<file path="src/design/omsel_pkg.sv">
// Purpose: Shared constants and types for the operation mode selector
// Assumes: APB register slave, 32-bit data, one aligned word per register
// Notes:   Mode codes and register fields used by all omsel modules
package omsel_pkg;

	localparam int unsigned ADDR_W      = 8;
	localparam int unsigned DATA_W      = 32;
	localparam int unsigned SEL_W       = 4;
	localparam int unsigned MODE_W      = 3;
	localparam int unsigned TERM_W      = 10;

	// Register byte offsets
	localparam logic [ADDR_W-1:0] OFS_SELECT  = 8'h00;
	localparam logic [ADDR_W-1:0] OFS_CONFIG  = 8'h04;
	localparam logic [ADDR_W-1:0] OFS_COMMAND = 8'h08;
	localparam logic [ADDR_W-1:0] OFS_STATUS  = 8'h0c;

	// Mode selector values
	localparam logic [SEL_W-1:0] SEL_EXT_PANEL   = 4'h0;
	localparam logic [SEL_W-1:0] SEL_PANEL_FIXED = 4'h1;
	localparam logic [SEL_W-1:0] SEL_EXT_FIXED   = 4'h2;
	localparam logic [SEL_W-1:0] SEL_COMB1       = 4'h3;
	localparam logic [SEL_W-1:0] SEL_COMB2       = 4'h4;
	localparam logic [SEL_W-1:0] SEL_SWITCHOVER  = 4'h6;
	localparam logic [SEL_W-1:0] SEL_INTERLOCK   = 4'h7;
	localparam logic [SEL_W-1:0] SEL_RESET       = SEL_EXT_PANEL;

	localparam logic [1:0]       STOP_LOGIC_INV  = 2'h2;
	localparam logic [3:0]       STARTUP_NET_A   = 4'h1;
	localparam logic [3:0]       STARTUP_NET_B   = 4'ha;

	// Field positions
	localparam int unsigned CFG_LOGIC_LSB   = 0;
	localparam int unsigned CFG_STARTUP_LSB = 4;
	localparam int unsigned CFG_ILK_BIT     = 8;
	localparam int unsigned CFG_PEXT_BIT    = 9;
	localparam int unsigned CFG_PNET_BIT    = 10;
	localparam int unsigned CFG_ENET_BIT    = 11;
	localparam int unsigned CMD_MODE_LSB    = 0;
	localparam int unsigned CMD_REQ_BIT     = 3;
	localparam int unsigned CMD_FWD_BIT     = 4;
	localparam int unsigned CMD_REV_BIT     = 5;
	localparam int unsigned ST_MODE_LSB     = 0;
	localparam int unsigned ST_ILK_BIT      = 3;
	localparam int unsigned ST_STOP_BIT     = 4;
	localparam int unsigned ST_RUN_BIT      = 5;
	localparam int unsigned ST_REFUSED_BIT  = 6;
	localparam int unsigned ST_READY_BIT    = 7;

	typedef enum logic [MODE_W-1:0] {
		MODE_EXT   = 3'b000,
		MODE_PANEL = 3'b001,
		MODE_NET   = 3'b010,
		MODE_COMB1 = 3'b011,
		MODE_COMB2 = 3'b100
	} omsel_mode_t;

	typedef enum logic {
		PH_INIT   = 1'b0,
		PH_ACTIVE = 1'b1
	} omsel_phase_t;

	typedef struct packed {
		logic ilk;
		logic stop;
		logic pext;
		logic pnet;
		logic enet;
		logic fwd;
		logic rev;
		logic freq;
		logic alarm;
		logic key;
	} omsel_term_t;

	typedef struct packed {
		logic [1:0] stop_logic;
		logic [3:0] startup;
		logic       ilk_asg;
		logic       pext_asg;
		logic       pnet_asg;
		logic       enet_asg;
	} omsel_cfg_t;

	typedef struct packed {
		logic [SEL_W-1:0] selector;
		logic             ilk_on;
		logic             can_change;
		omsel_term_t      term;
		omsel_cfg_t       cfg;
		omsel_mode_t      cur;
		logic             req_valid;
		omsel_mode_t      req_mode;
	} omsel_res_in_t;

	typedef struct packed {
		omsel_phase_t     phase;
		omsel_mode_t      mode;
		logic [SEL_W-1:0] selector;
		omsel_cfg_t       cfg;
		logic             req_valid;
		omsel_mode_t      req_mode;
		logic             sw_fwd;
		logic             sw_rev;
		logic             run_fwd;
		logic             run_rev;
		logic             out_stop;
		logic             drive_reset;
		logic             key_prev;
		logic             refused;
		logic [DATA_W-1:0] prdata;
		logic             err;
	} omsel_state_t;

	localparam omsel_state_t OMSEL_STATE_RST = '{phase: PH_INIT, mode: MODE_EXT, selector: SEL_RESET,
		req_mode: MODE_EXT, default: '0};

	function automatic logic omsel_sw_pext(input logic [SEL_W-1:0] sel);
		return sel == SEL_EXT_PANEL || sel == SEL_SWITCHOVER || sel == SEL_INTERLOCK;
	endfunction

	function automatic logic omsel_sw_pnet(input logic [SEL_W-1:0] sel);
		return sel == SEL_EXT_PANEL || sel == SEL_SWITCHOVER;
	endfunction

	function automatic logic omsel_sw_enet(input logic [SEL_W-1:0] sel);
		return omsel_sw_pext(sel) || sel == SEL_EXT_FIXED;
	endfunction

endpackage

</file>
<file path="src/design/omsel_top.sv">
// Purpose: Operation mode selector with APB register access
// Assumes: Single clock pclk at 100 MHz, asynchronous active-low reset
// Notes:   Terminal inputs pass a two-stage synchroniser first
//
// Decided for this implementation: register access over APB and the address map.
`timescale 1ns/1ps
`default_nettype none
module omsel_top
	import omsel_pkg::*;
(
	input  wire logic              pclk,
	input  wire logic              presetn,
	input  wire logic              pclk_en,
	input  wire logic              psel,
	input  wire logic              penable,
	input  wire logic              pwrite,
	input  wire logic [ADDR_W-1:0] paddr,
	input  wire logic [DATA_W-1:0] pwdata,
	output logic      [DATA_W-1:0] prdata,
	output logic                   pready,
	output logic                   pslverr,
	input  wire logic              panel_interlock_in,
	input  wire logic              output_stop_in,
	input  wire logic              panel_external_switch_in,
	input  wire logic              panel_network_switch_in,
	input  wire logic              external_network_switch_in,
	input  wire logic              forward_start_in,
	input  wire logic              reverse_start_in,
	input  wire logic              ext_freq_cmd_in,
	input  wire logic              alarm_in,
	input  wire logic              panel_stop_key_in,
	output omsel_mode_t            op_mode,
	output logic                   output_stop,
	output logic                   run_forward,
	output logic                   run_reverse,
	output logic                   drive_reset,
	output logic                   param_write_enable,
	output logic                   mode_ready
);

	omsel_state_t  q;
	omsel_state_t  d;
	omsel_term_t   t;
	omsel_term_t   t_raw;
	omsel_res_in_t ri;
	omsel_mode_t   res_mode;
	omsel_mode_t   mode_next;
	omsel_mode_t   init_mode;
	logic          res_refused;
	logic          panel_block;
	logic          ilk_src;
	logic          ilk_on;
	logic          stop_is_ilk;
	logic          stop_req;
	logic          start_any;
	logic          stopped;
	logic          ext_src;
	logic          go_fwd;
	logic          go_rev;
	logic          setup;
	logic          wr_access;
	logic          addr_err;

	assign t_raw = '{ilk: panel_interlock_in, stop: output_stop_in, pext: panel_external_switch_in,
		pnet: panel_network_switch_in, enet: external_network_switch_in, fwd: forward_start_in,
		rev: reverse_start_in, freq: ext_freq_cmd_in, alarm: alarm_in, key: panel_stop_key_in};

	// Every decision below looks only at this one registered sample
	omsel_sync #(
		.WIDTH    (TERM_W)
	) u_sync (
		.pclk     (pclk),
		.presetn  (presetn),
		.pclk_en  (pclk_en),
		.async_in (t_raw),
		.sync_out (t)
	);

	function automatic logic mapped(input logic [ADDR_W-1:0] a);
		return a == OFS_SELECT || a == OFS_CONFIG || a == OFS_COMMAND || a == OFS_STATUS;
	endfunction

	function automatic logic [DATA_W-1:0] rd_word(input logic [ADDR_W-1:0] a);
		logic [DATA_W-1:0] w;
		w = '0;
		case (a)
			OFS_SELECT: begin
				w[SEL_W-1:0] = q.selector;
			end
			OFS_CONFIG: begin
				w[CFG_LOGIC_LSB +: 2]   = q.cfg.stop_logic;
				w[CFG_STARTUP_LSB +: 4] = q.cfg.startup;
				w[CFG_ILK_BIT]          = q.cfg.ilk_asg;
				w[CFG_PEXT_BIT]         = q.cfg.pext_asg;
				w[CFG_PNET_BIT]         = q.cfg.pnet_asg;
				w[CFG_ENET_BIT]         = q.cfg.enet_asg;
			end
			OFS_COMMAND: begin
				w[CMD_MODE_LSB +: MODE_W] = q.req_mode;
				w[CMD_REQ_BIT]            = q.req_valid;
				w[CMD_FWD_BIT]            = q.sw_fwd;
				w[CMD_REV_BIT]            = q.sw_rev;
			end
			OFS_STATUS: begin
				w[ST_MODE_LSB +: MODE_W] = q.mode;
				w[ST_ILK_BIT]            = ilk_on;
				w[ST_STOP_BIT]           = q.out_stop;
				w[ST_RUN_BIT]            = q.run_fwd | q.run_rev;
				w[ST_REFUSED_BIT]        = q.refused;
				w[ST_READY_BIT]          = q.phase == PH_ACTIVE;
			end
			default: begin
				w = '0;
			end
		endcase
		return w;
	endfunction

	// Interlock source and polarity
	assign ilk_src    = q.cfg.ilk_asg ? t.ilk
		: ((q.cfg.stop_logic == STOP_LOGIC_INV) ? !t.stop : t.stop);
	assign ilk_on     = (q.selector == SEL_INTERLOCK) ? ilk_src : 1'b1;
	assign stop_is_ilk = q.selector == SEL_INTERLOCK && !q.cfg.ilk_asg;
	// Output-stop role returns the moment the selector leaves 7
	assign stop_req   = (!stop_is_ilk && t.stop)
		|| (q.selector == SEL_INTERLOCK && ilk_on && q.mode == MODE_EXT);

	assign start_any  = t.fwd | t.rev;
	assign stopped    = !start_any && !q.run_fwd && !q.run_rev;

	assign init_mode  = ((q.cfg.startup == STARTUP_NET_A || q.cfg.startup == STARTUP_NET_B)
		&& omsel_sw_pnet(q.selector)) ? MODE_NET : MODE_EXT;

	assign ri = '{selector: q.selector, ilk_on: ilk_on,
		can_change: stopped || q.selector == SEL_SWITCHOVER || q.phase == PH_INIT,
		term: t, cfg: q.cfg, cur: (q.phase == PH_INIT) ? init_mode : q.mode,
		req_valid: q.req_valid, req_mode: q.req_mode};

	omsel_resolve u_resolve (
		.ri        (ri),
		.next_mode (res_mode),
		.refused   (res_refused)
	);

	// Panel mode may not be entered with a start command present, except under selector 1 or in the init phase
	assign panel_block = res_mode == MODE_PANEL && q.mode != MODE_PANEL && start_any
		&& q.selector != SEL_PANEL_FIXED && q.phase == PH_ACTIVE;
	assign mode_next   = panel_block ? q.mode : res_mode;

	// Terminals drive direction in external and combined-1 modes
	assign ext_src = q.mode == MODE_EXT || q.mode == MODE_COMB1;
	assign go_fwd  = q.phase == PH_ACTIVE && !stop_req && !t.alarm
		&& (ext_src ? (t.fwd && !t.rev && (t.freq || q.mode == MODE_COMB1))
		: (q.sw_fwd && !q.sw_rev));
	assign go_rev  = q.phase == PH_ACTIVE && !stop_req && !t.alarm
		&& (ext_src ? (t.rev && !t.fwd && (t.freq || q.mode == MODE_COMB1))
		: (q.sw_rev && !q.sw_fwd));

	assign setup     = psel && !penable && pclk_en;
	assign wr_access = psel && penable && pwrite && pclk_en;
	assign addr_err  = !mapped(paddr) || (pwrite && paddr == OFS_CONFIG && !ilk_on);

	always_comb begin
		d = q;
		if (pclk_en) begin
			d.phase       = PH_ACTIVE;
			d.mode        = mode_next;
			d.out_stop    = stop_req;
			d.run_fwd     = go_fwd;
			d.run_rev     = go_rev;
			d.key_prev    = t.key;
			d.drive_reset = t.alarm && t.key && !q.key_prev;
			d.req_valid   = 1'b0;
			if (setup) begin
				d.prdata = pwrite ? '0 : rd_word(paddr);
				d.err    = addr_err;
			end
			if (wr_access && !q.err) begin
				case (paddr)
					OFS_SELECT: begin
						d.selector = pwdata[SEL_W-1:0];
					end
					OFS_CONFIG: begin
						d.cfg.stop_logic = pwdata[CFG_LOGIC_LSB +: 2];
						d.cfg.startup    = pwdata[CFG_STARTUP_LSB +: 4];
						d.cfg.ilk_asg    = pwdata[CFG_ILK_BIT];
						d.cfg.pext_asg   = pwdata[CFG_PEXT_BIT];
						d.cfg.pnet_asg   = pwdata[CFG_PNET_BIT];
						d.cfg.enet_asg   = pwdata[CFG_ENET_BIT];
					end
					OFS_COMMAND: begin
						d.sw_fwd = pwdata[CMD_FWD_BIT];
						d.sw_rev = pwdata[CMD_REV_BIT];
						if (pwdata[CMD_REQ_BIT]) begin
							d.req_valid = 1'b1;
							d.req_mode  = omsel_mode_t'(pwdata[CMD_MODE_LSB +: MODE_W]);
						end
					end
					OFS_STATUS: begin
						if (pwdata[ST_REFUSED_BIT]) begin
							d.refused = 1'b0;
						end
					end
					default: begin
						d.err = q.err;
					end
				endcase
			end
			// A refusal in the clearing cycle still lands
			if (res_refused || panel_block) begin
				d.refused = 1'b1;
			end
		end
	end

	always_ff @(posedge pclk or negedge presetn) begin
		if (!presetn) begin
			q <= OMSEL_STATE_RST;
		end else begin
			q <= d;
		end
	end

	assign prdata             = q.prdata;
	assign pready             = pclk_en;
	assign pslverr            = psel && penable && q.err;
	assign op_mode            = q.mode;
	assign output_stop        = q.out_stop;
	assign run_forward        = q.run_fwd;
	assign run_reverse        = q.run_rev;
	assign drive_reset        = q.drive_reset;
	assign param_write_enable = ilk_on;
	assign mode_ready         = q.phase == PH_ACTIVE;
endmodule
`default_nettype wire

</file>
<file path="src/design/omsel_sync.sv">
// Purpose: Two-stage synchroniser for the control terminal inputs
// Assumes: Inputs may change at any time relative to pclk
// Notes:   Only the second stage is visible outside
`timescale 1ns/1ps
`default_nettype none
module omsel_sync
	import omsel_pkg::*;
#(
	parameter int unsigned WIDTH = TERM_W
) (
	input  wire logic             pclk,
	input  wire logic             presetn,
	input  wire logic             pclk_en,
	input  wire logic [WIDTH-1:0] async_in,
	output logic      [WIDTH-1:0] sync_out
);

	typedef struct packed {
		logic [WIDTH-1:0] s1;
		logic [WIDTH-1:0] s2;
	} omsel_sync_st_t;

	omsel_sync_st_t q;
	omsel_sync_st_t d;

	always_comb begin
		d = q;
		if (pclk_en) begin
			d.s1 = async_in;
			d.s2 = q.s1;
		end
	end

	always_ff @(posedge pclk or negedge presetn) begin
		if (!presetn) begin
			q <= '0;
		end else begin
			q <= d;
		end
	end

	assign sync_out = q.s2;

endmodule
`default_nettype wire

</file>
<file path="src/design/omsel_resolve.sv">
// Purpose: Combinational choice of the next operation mode
// Assumes: All inputs are registered, sampled values
// Notes:   Order of checks gives the switching priority
`timescale 1ns/1ps
`default_nettype none
module omsel_resolve
	import omsel_pkg::*;
(
	input  wire omsel_res_in_t ri,
	output omsel_mode_t        next_mode,
	output logic               refused
);

	logic pext_act;
	logic pnet_act;
	logic enet_act;
	logic req_ok;

	assign pext_act = ri.cfg.pext_asg && omsel_sw_pext(ri.selector);
	assign pnet_act = ri.cfg.pnet_asg && omsel_sw_pnet(ri.selector);
	assign enet_act = ri.cfg.enet_asg && omsel_sw_enet(ri.selector);
	assign req_ok   = (ri.req_mode == MODE_EXT || ri.req_mode == MODE_NET || ri.req_mode == MODE_PANEL)
		&& !(ri.selector == SEL_EXT_FIXED && ri.req_mode == MODE_PANEL);

	always_comb begin
		next_mode = ri.cur;
		refused   = 1'b0;
		case (ri.selector)
			SEL_PANEL_FIXED: begin
				next_mode = MODE_PANEL;
				refused   = ri.req_valid;
			end
			SEL_COMB1: begin
				next_mode = MODE_COMB1;
				refused   = ri.req_valid;
			end
			SEL_COMB2: begin
				next_mode = MODE_COMB2;
				refused   = ri.req_valid;
			end
			SEL_EXT_PANEL, SEL_EXT_FIXED, SEL_SWITCHOVER, SEL_INTERLOCK: begin
				if (!ri.ilk_on) begin
					next_mode = MODE_EXT;
					refused   = ri.req_valid && ri.req_mode != MODE_EXT;
				end else if (!ri.can_change) begin
					refused   = ri.req_valid;
				end else if (enet_act && ri.term.enet) begin
					next_mode = MODE_NET;
				end else if (pnet_act) begin
					next_mode = ri.term.pnet ? MODE_PANEL : (enet_act ? MODE_EXT : MODE_NET);
				end else if (pext_act) begin
					next_mode = ri.term.pext ? MODE_EXT : MODE_PANEL;
				end else if (enet_act) begin
					next_mode = MODE_EXT;
				end else if (ri.req_valid) begin
					if (req_ok) begin
						next_mode = ri.req_mode;
					end else begin
						refused   = 1'b1;
					end
				end else if (ri.selector == SEL_EXT_FIXED && ri.cur != MODE_NET) begin
					next_mode = MODE_EXT;
				end
			end
			default: begin
				refused   = ri.req_valid;
			end
		endcase
	end

endmodule
`default_nettype wire

</file>
<file path="config.mk">
export PLATFORM = sky130hd
export DESIGN_NAME = omsel_top
export DESIGN_NICKNAME = d
export VERILOG_FILES = /design/src/design/omsel_pkg.sv /design/src/design/omsel_top.sv /design/src/design/omsel_sync.sv /design/src/design/omsel_resolve.sv
export SDC_FILE = /design/constraint.sdc
export NUM_CORES = 1
export LEC_CHECK = 0
export BUFFER_PORTS_ARGS = -buffer_cell sky130_fd_sc_hd__buf_2
export CAP_MARGIN = 25
export CORE_MARGIN = 8
export CORE_UTILIZATION = 30
export CTS_CLUSTER_DIAMETER = 40
export CTS_CLUSTER_SIZE = 8
export DETAILED_ROUTE_END_ITERATION = 7
export PLACE_DENSITY = 0.62
export SYNTH_ARGS = -nofsm -noshare
export SYNTH_HDL_FRONTEND = slang
export SYNTH_SLANG_ARGS = --single-unit
</file>
<file path="constraint.sdc">
create_clock -name pclk -period 2.8 [get_ports pclk]
set_input_delay 0.56 -clock pclk [delete_from_list [all_inputs] [get_ports pclk]]
set_output_delay 0.56 -clock pclk [all_outputs]
set_load 0.1 [all_outputs]
</file>
==> reports/results.ini <==
[power]
p_per_area_mw_per_mm2=695
power.leakage_uw=0.00191
p_clk_frac=0.381
p_seq_frac=0.373
pwr-share-comb=0.246
power_uw=2890
switching_share=0.350
intPower_uw=1880
p_switching_uw=1010
ir_drop_mv=0.413

[detailed_routing]
drtAntennaViolNets=0
wl_met3_um=720
wl_per_cell_um=16.8
viasPerCell=5.00
dr.pass1.iters=4
drc=0
drt_wl_total_um=9300
num_vias=2769
wl_met2_um=4170
drtIter0Drc=154
wl_met1_um=4320
highest_layer=met4

[die]
num_rows=39
dieHeight_um=125
dieWidth_um=125
core_mm2=0.0115
die_area_mm2=0.0156
initial_core_util=0.309
io_pins=99

[synth]
synth.distinct_cells=58
synth_area_per_cell_um2=10.0
synthFlopType=dfrtp_1
synth_edf_count=0
synth_area_leader_cell=dfrtp_1
synthArstFlopShare=1.00
syn_area_mm2=0.00356
synth_top_area_share=0.443
netlist_top_cells_area=dfrtp_1 44%, mux2_2 12%, buf_4 7.6%, nand2_1 3.2%, o21ai_0 3.1%
yosysSeqAreaShare=0.443
synth-seq-cells=63
yosys_warnings=0
synth_cells=356

[global_routing]
grt_max_degree=64
grt_pass1_vias=2843
antenna_found_initial=0
overflow=0
grt_use_total=0.121
grt_pass1_wl_um=15100

[timing]
timing.fmax_mhz=374
fin_tns_setup_ns=0
rsz0062_at_grt=false
fin_crit_sh=0.956
fin_worst_skew_ns=0.00611
tightest_slew_ns=0.780
slew_headroom=0.480
setup_viol=0
slew_violations=0
hold_ws_ns=0.399
final-hold-violation-count=0
fin_crit_ns=2.68

[job]
max_cap_violations=0

[setup_path]
cp-start-kind=flop
cp-startpoint=q[58]$_DFFE_PN0P_
reg2reg_from=q[58]$_DFFE_PN0P_
cp.arrival_ns=2.12
cp-end-kind=primary output
crit_type=flop to primary output
required_ns=2.24
crit_fanout=7

[final_layout]
area_delta_synth_final_pct=16.9
fin_nets=462
final_util=0.361
n_fill_cell=1176
final_cell_mix=63 x dfrtp_1, 58 x buf_2, 38 x mux2_2
mostFrequentLayoutCell=dfrtp_1
antenna_cells=0
drive_above_1_share=0.338

[clock_tree]
hold_buffers=0
clockRootBuffer=clkbuf_16
clock-sinks=63
htreeDepth=3
cts_resized=0
clock_latency_ns=0.33
cts_buffer_depth=2
post_cts_buffers=0
clk_transition_reported_paths_ns=0.05
cts_tree=built
cts_made_buffers=9

[place]
portBuffers=58
hpwlAfterDp_um=7110
gp_congestion=0.911

[outcome]
status=completed

[worst_hold_path]
hold_class=input port to async pin

-- power by group through the flow --
stage               combinational, uW  sequential, uW  clock (uW)
floorplan                         600            1080           0
global route                      763            1090        1170
detailed placement                711            1090           0
CTS                               715            1070        1130
global placement                  703            1080           0
finish                            710            1080        1100
-- through the flow --
step / cell area, um^2 / cells / worst slack [ns]
3_5_place_dp: 3860 / 538 / 0.408
5_1_grt: 4160 / 554 / 0.0395
2_1_floorplan: 3630 / 375 / 0.456
4_1_cts: 4160 / 554 / 0.173
3_3_place_gp: 3860 / 538 / 0.383
6_report: 4160 / 554 / 0.124
-- synth_stat cells (2+ instances only) --
| library cell | number |
|---|---|
| mux4_2 | 2 |
| a21o_1 | 2 |
| buf_1 | 3 |
| nor3b_1 | 3 |
| nand3_1 | 2 |
| nor2b_1 | 6 |
| o21ai_0 | 22 |
| nand3b_1 | 2 |
| buf_4 | 36 |
| nor2_1 | 24 |
| nor4bb_1 | 2 |
| nor4_1 | 3 |
| or2_2 | 5 |
| a32oi_1 | 2 |
| dfrtp_1 | 63 |
| nand2b_1 | 7 |
| buf_2 | 2 |
| o41ai_1 | 3 |
| nor3_1 | 8 |
| a222oi_1 | 2 |
| a22o_1 | 5 |
| nand2_1 | 30 |
| xor2_1 | 2 |
| a31oi_1 | 6 |
| o21a_1 | 3 |
| mux2_2 | 38 |
| a21oi_1 | 10 |
| clkbuf_1 | 9 |
| a22oi_1 | 5 |
| o211ai_1 | 2 |
| o22ai_1 | 4 |
| o31ai_1 | 4 |
| inv_1 | 14 |
-- cells by family after synthesis --
group                     Yosys count  share of synthesized area
other                               1                    0.00105
AOI/OAI and AO/OA                  82                      0.159
and+or+nand+nor                   103                      0.149
muxes                              40                      0.133
buffers and inverters              65                      0.109
xor gates and xnor gates            2                    0.00492
DFF                                63                      0.443
-- critical path, cell delays in order, from the launching register on --
cell,delay (ns)
dfrtp_1,0.47
nand3b_1,0.26
or2_2,0.35
a21oi_1,0.33
inv_1,0.07
buf_2,0.30
-- cell type report --
class                   count  area, um^2  share of cell area
flip-flops and latches     63        1580               0.379
well taps                 143         179              0.0430
clock inverters             6        60.1              0.0144
multi-input cells         247        1660               0.400
inverters                  14        52.6              0.0126
clock buffers              10         239              0.0575
repair buffers             71         388              0.0933
-- worst paths after layout --
kind / to / slack (ns) / depth (start not counted)
setup / recovery: param_write_enable / 0.12 / 5
hold / removal: u_sync.q[13]$_DFFE_PN0P_ / 0.40 / 2
setup reg to reg: q[33]$_DFFE_PN0P_ / 0.42 / 7
hold reg to reg: prdata[0]$_DFFE_PN0P_ / 0.47 / 2
max in group asynchronous: q[48]$_DFFE_PN0P_ / 1.89 / 2
min in group pclk: q[57]$_DFFE_PN0P_ / 0.46 / 3
-- sequential cells by signal (all words and copies together), names as in the netlist --
signal           flops
run_forward          1
drive_reset          1
mode_ready           1
prdata              12
output_stop          1
u_sync.q            10
q                   23
run_reverse          1
u_sync.sync_out     10
op_mode              3
-- layer usage --
layer  vias up  global-route usage
met5         -                   0
met4         0              0.0322
met3         7              0.0488
met2        98               0.182
met1      1321               0.157
li1       1343                   -
Note: power is estimated with default switching activity, not from simulation.
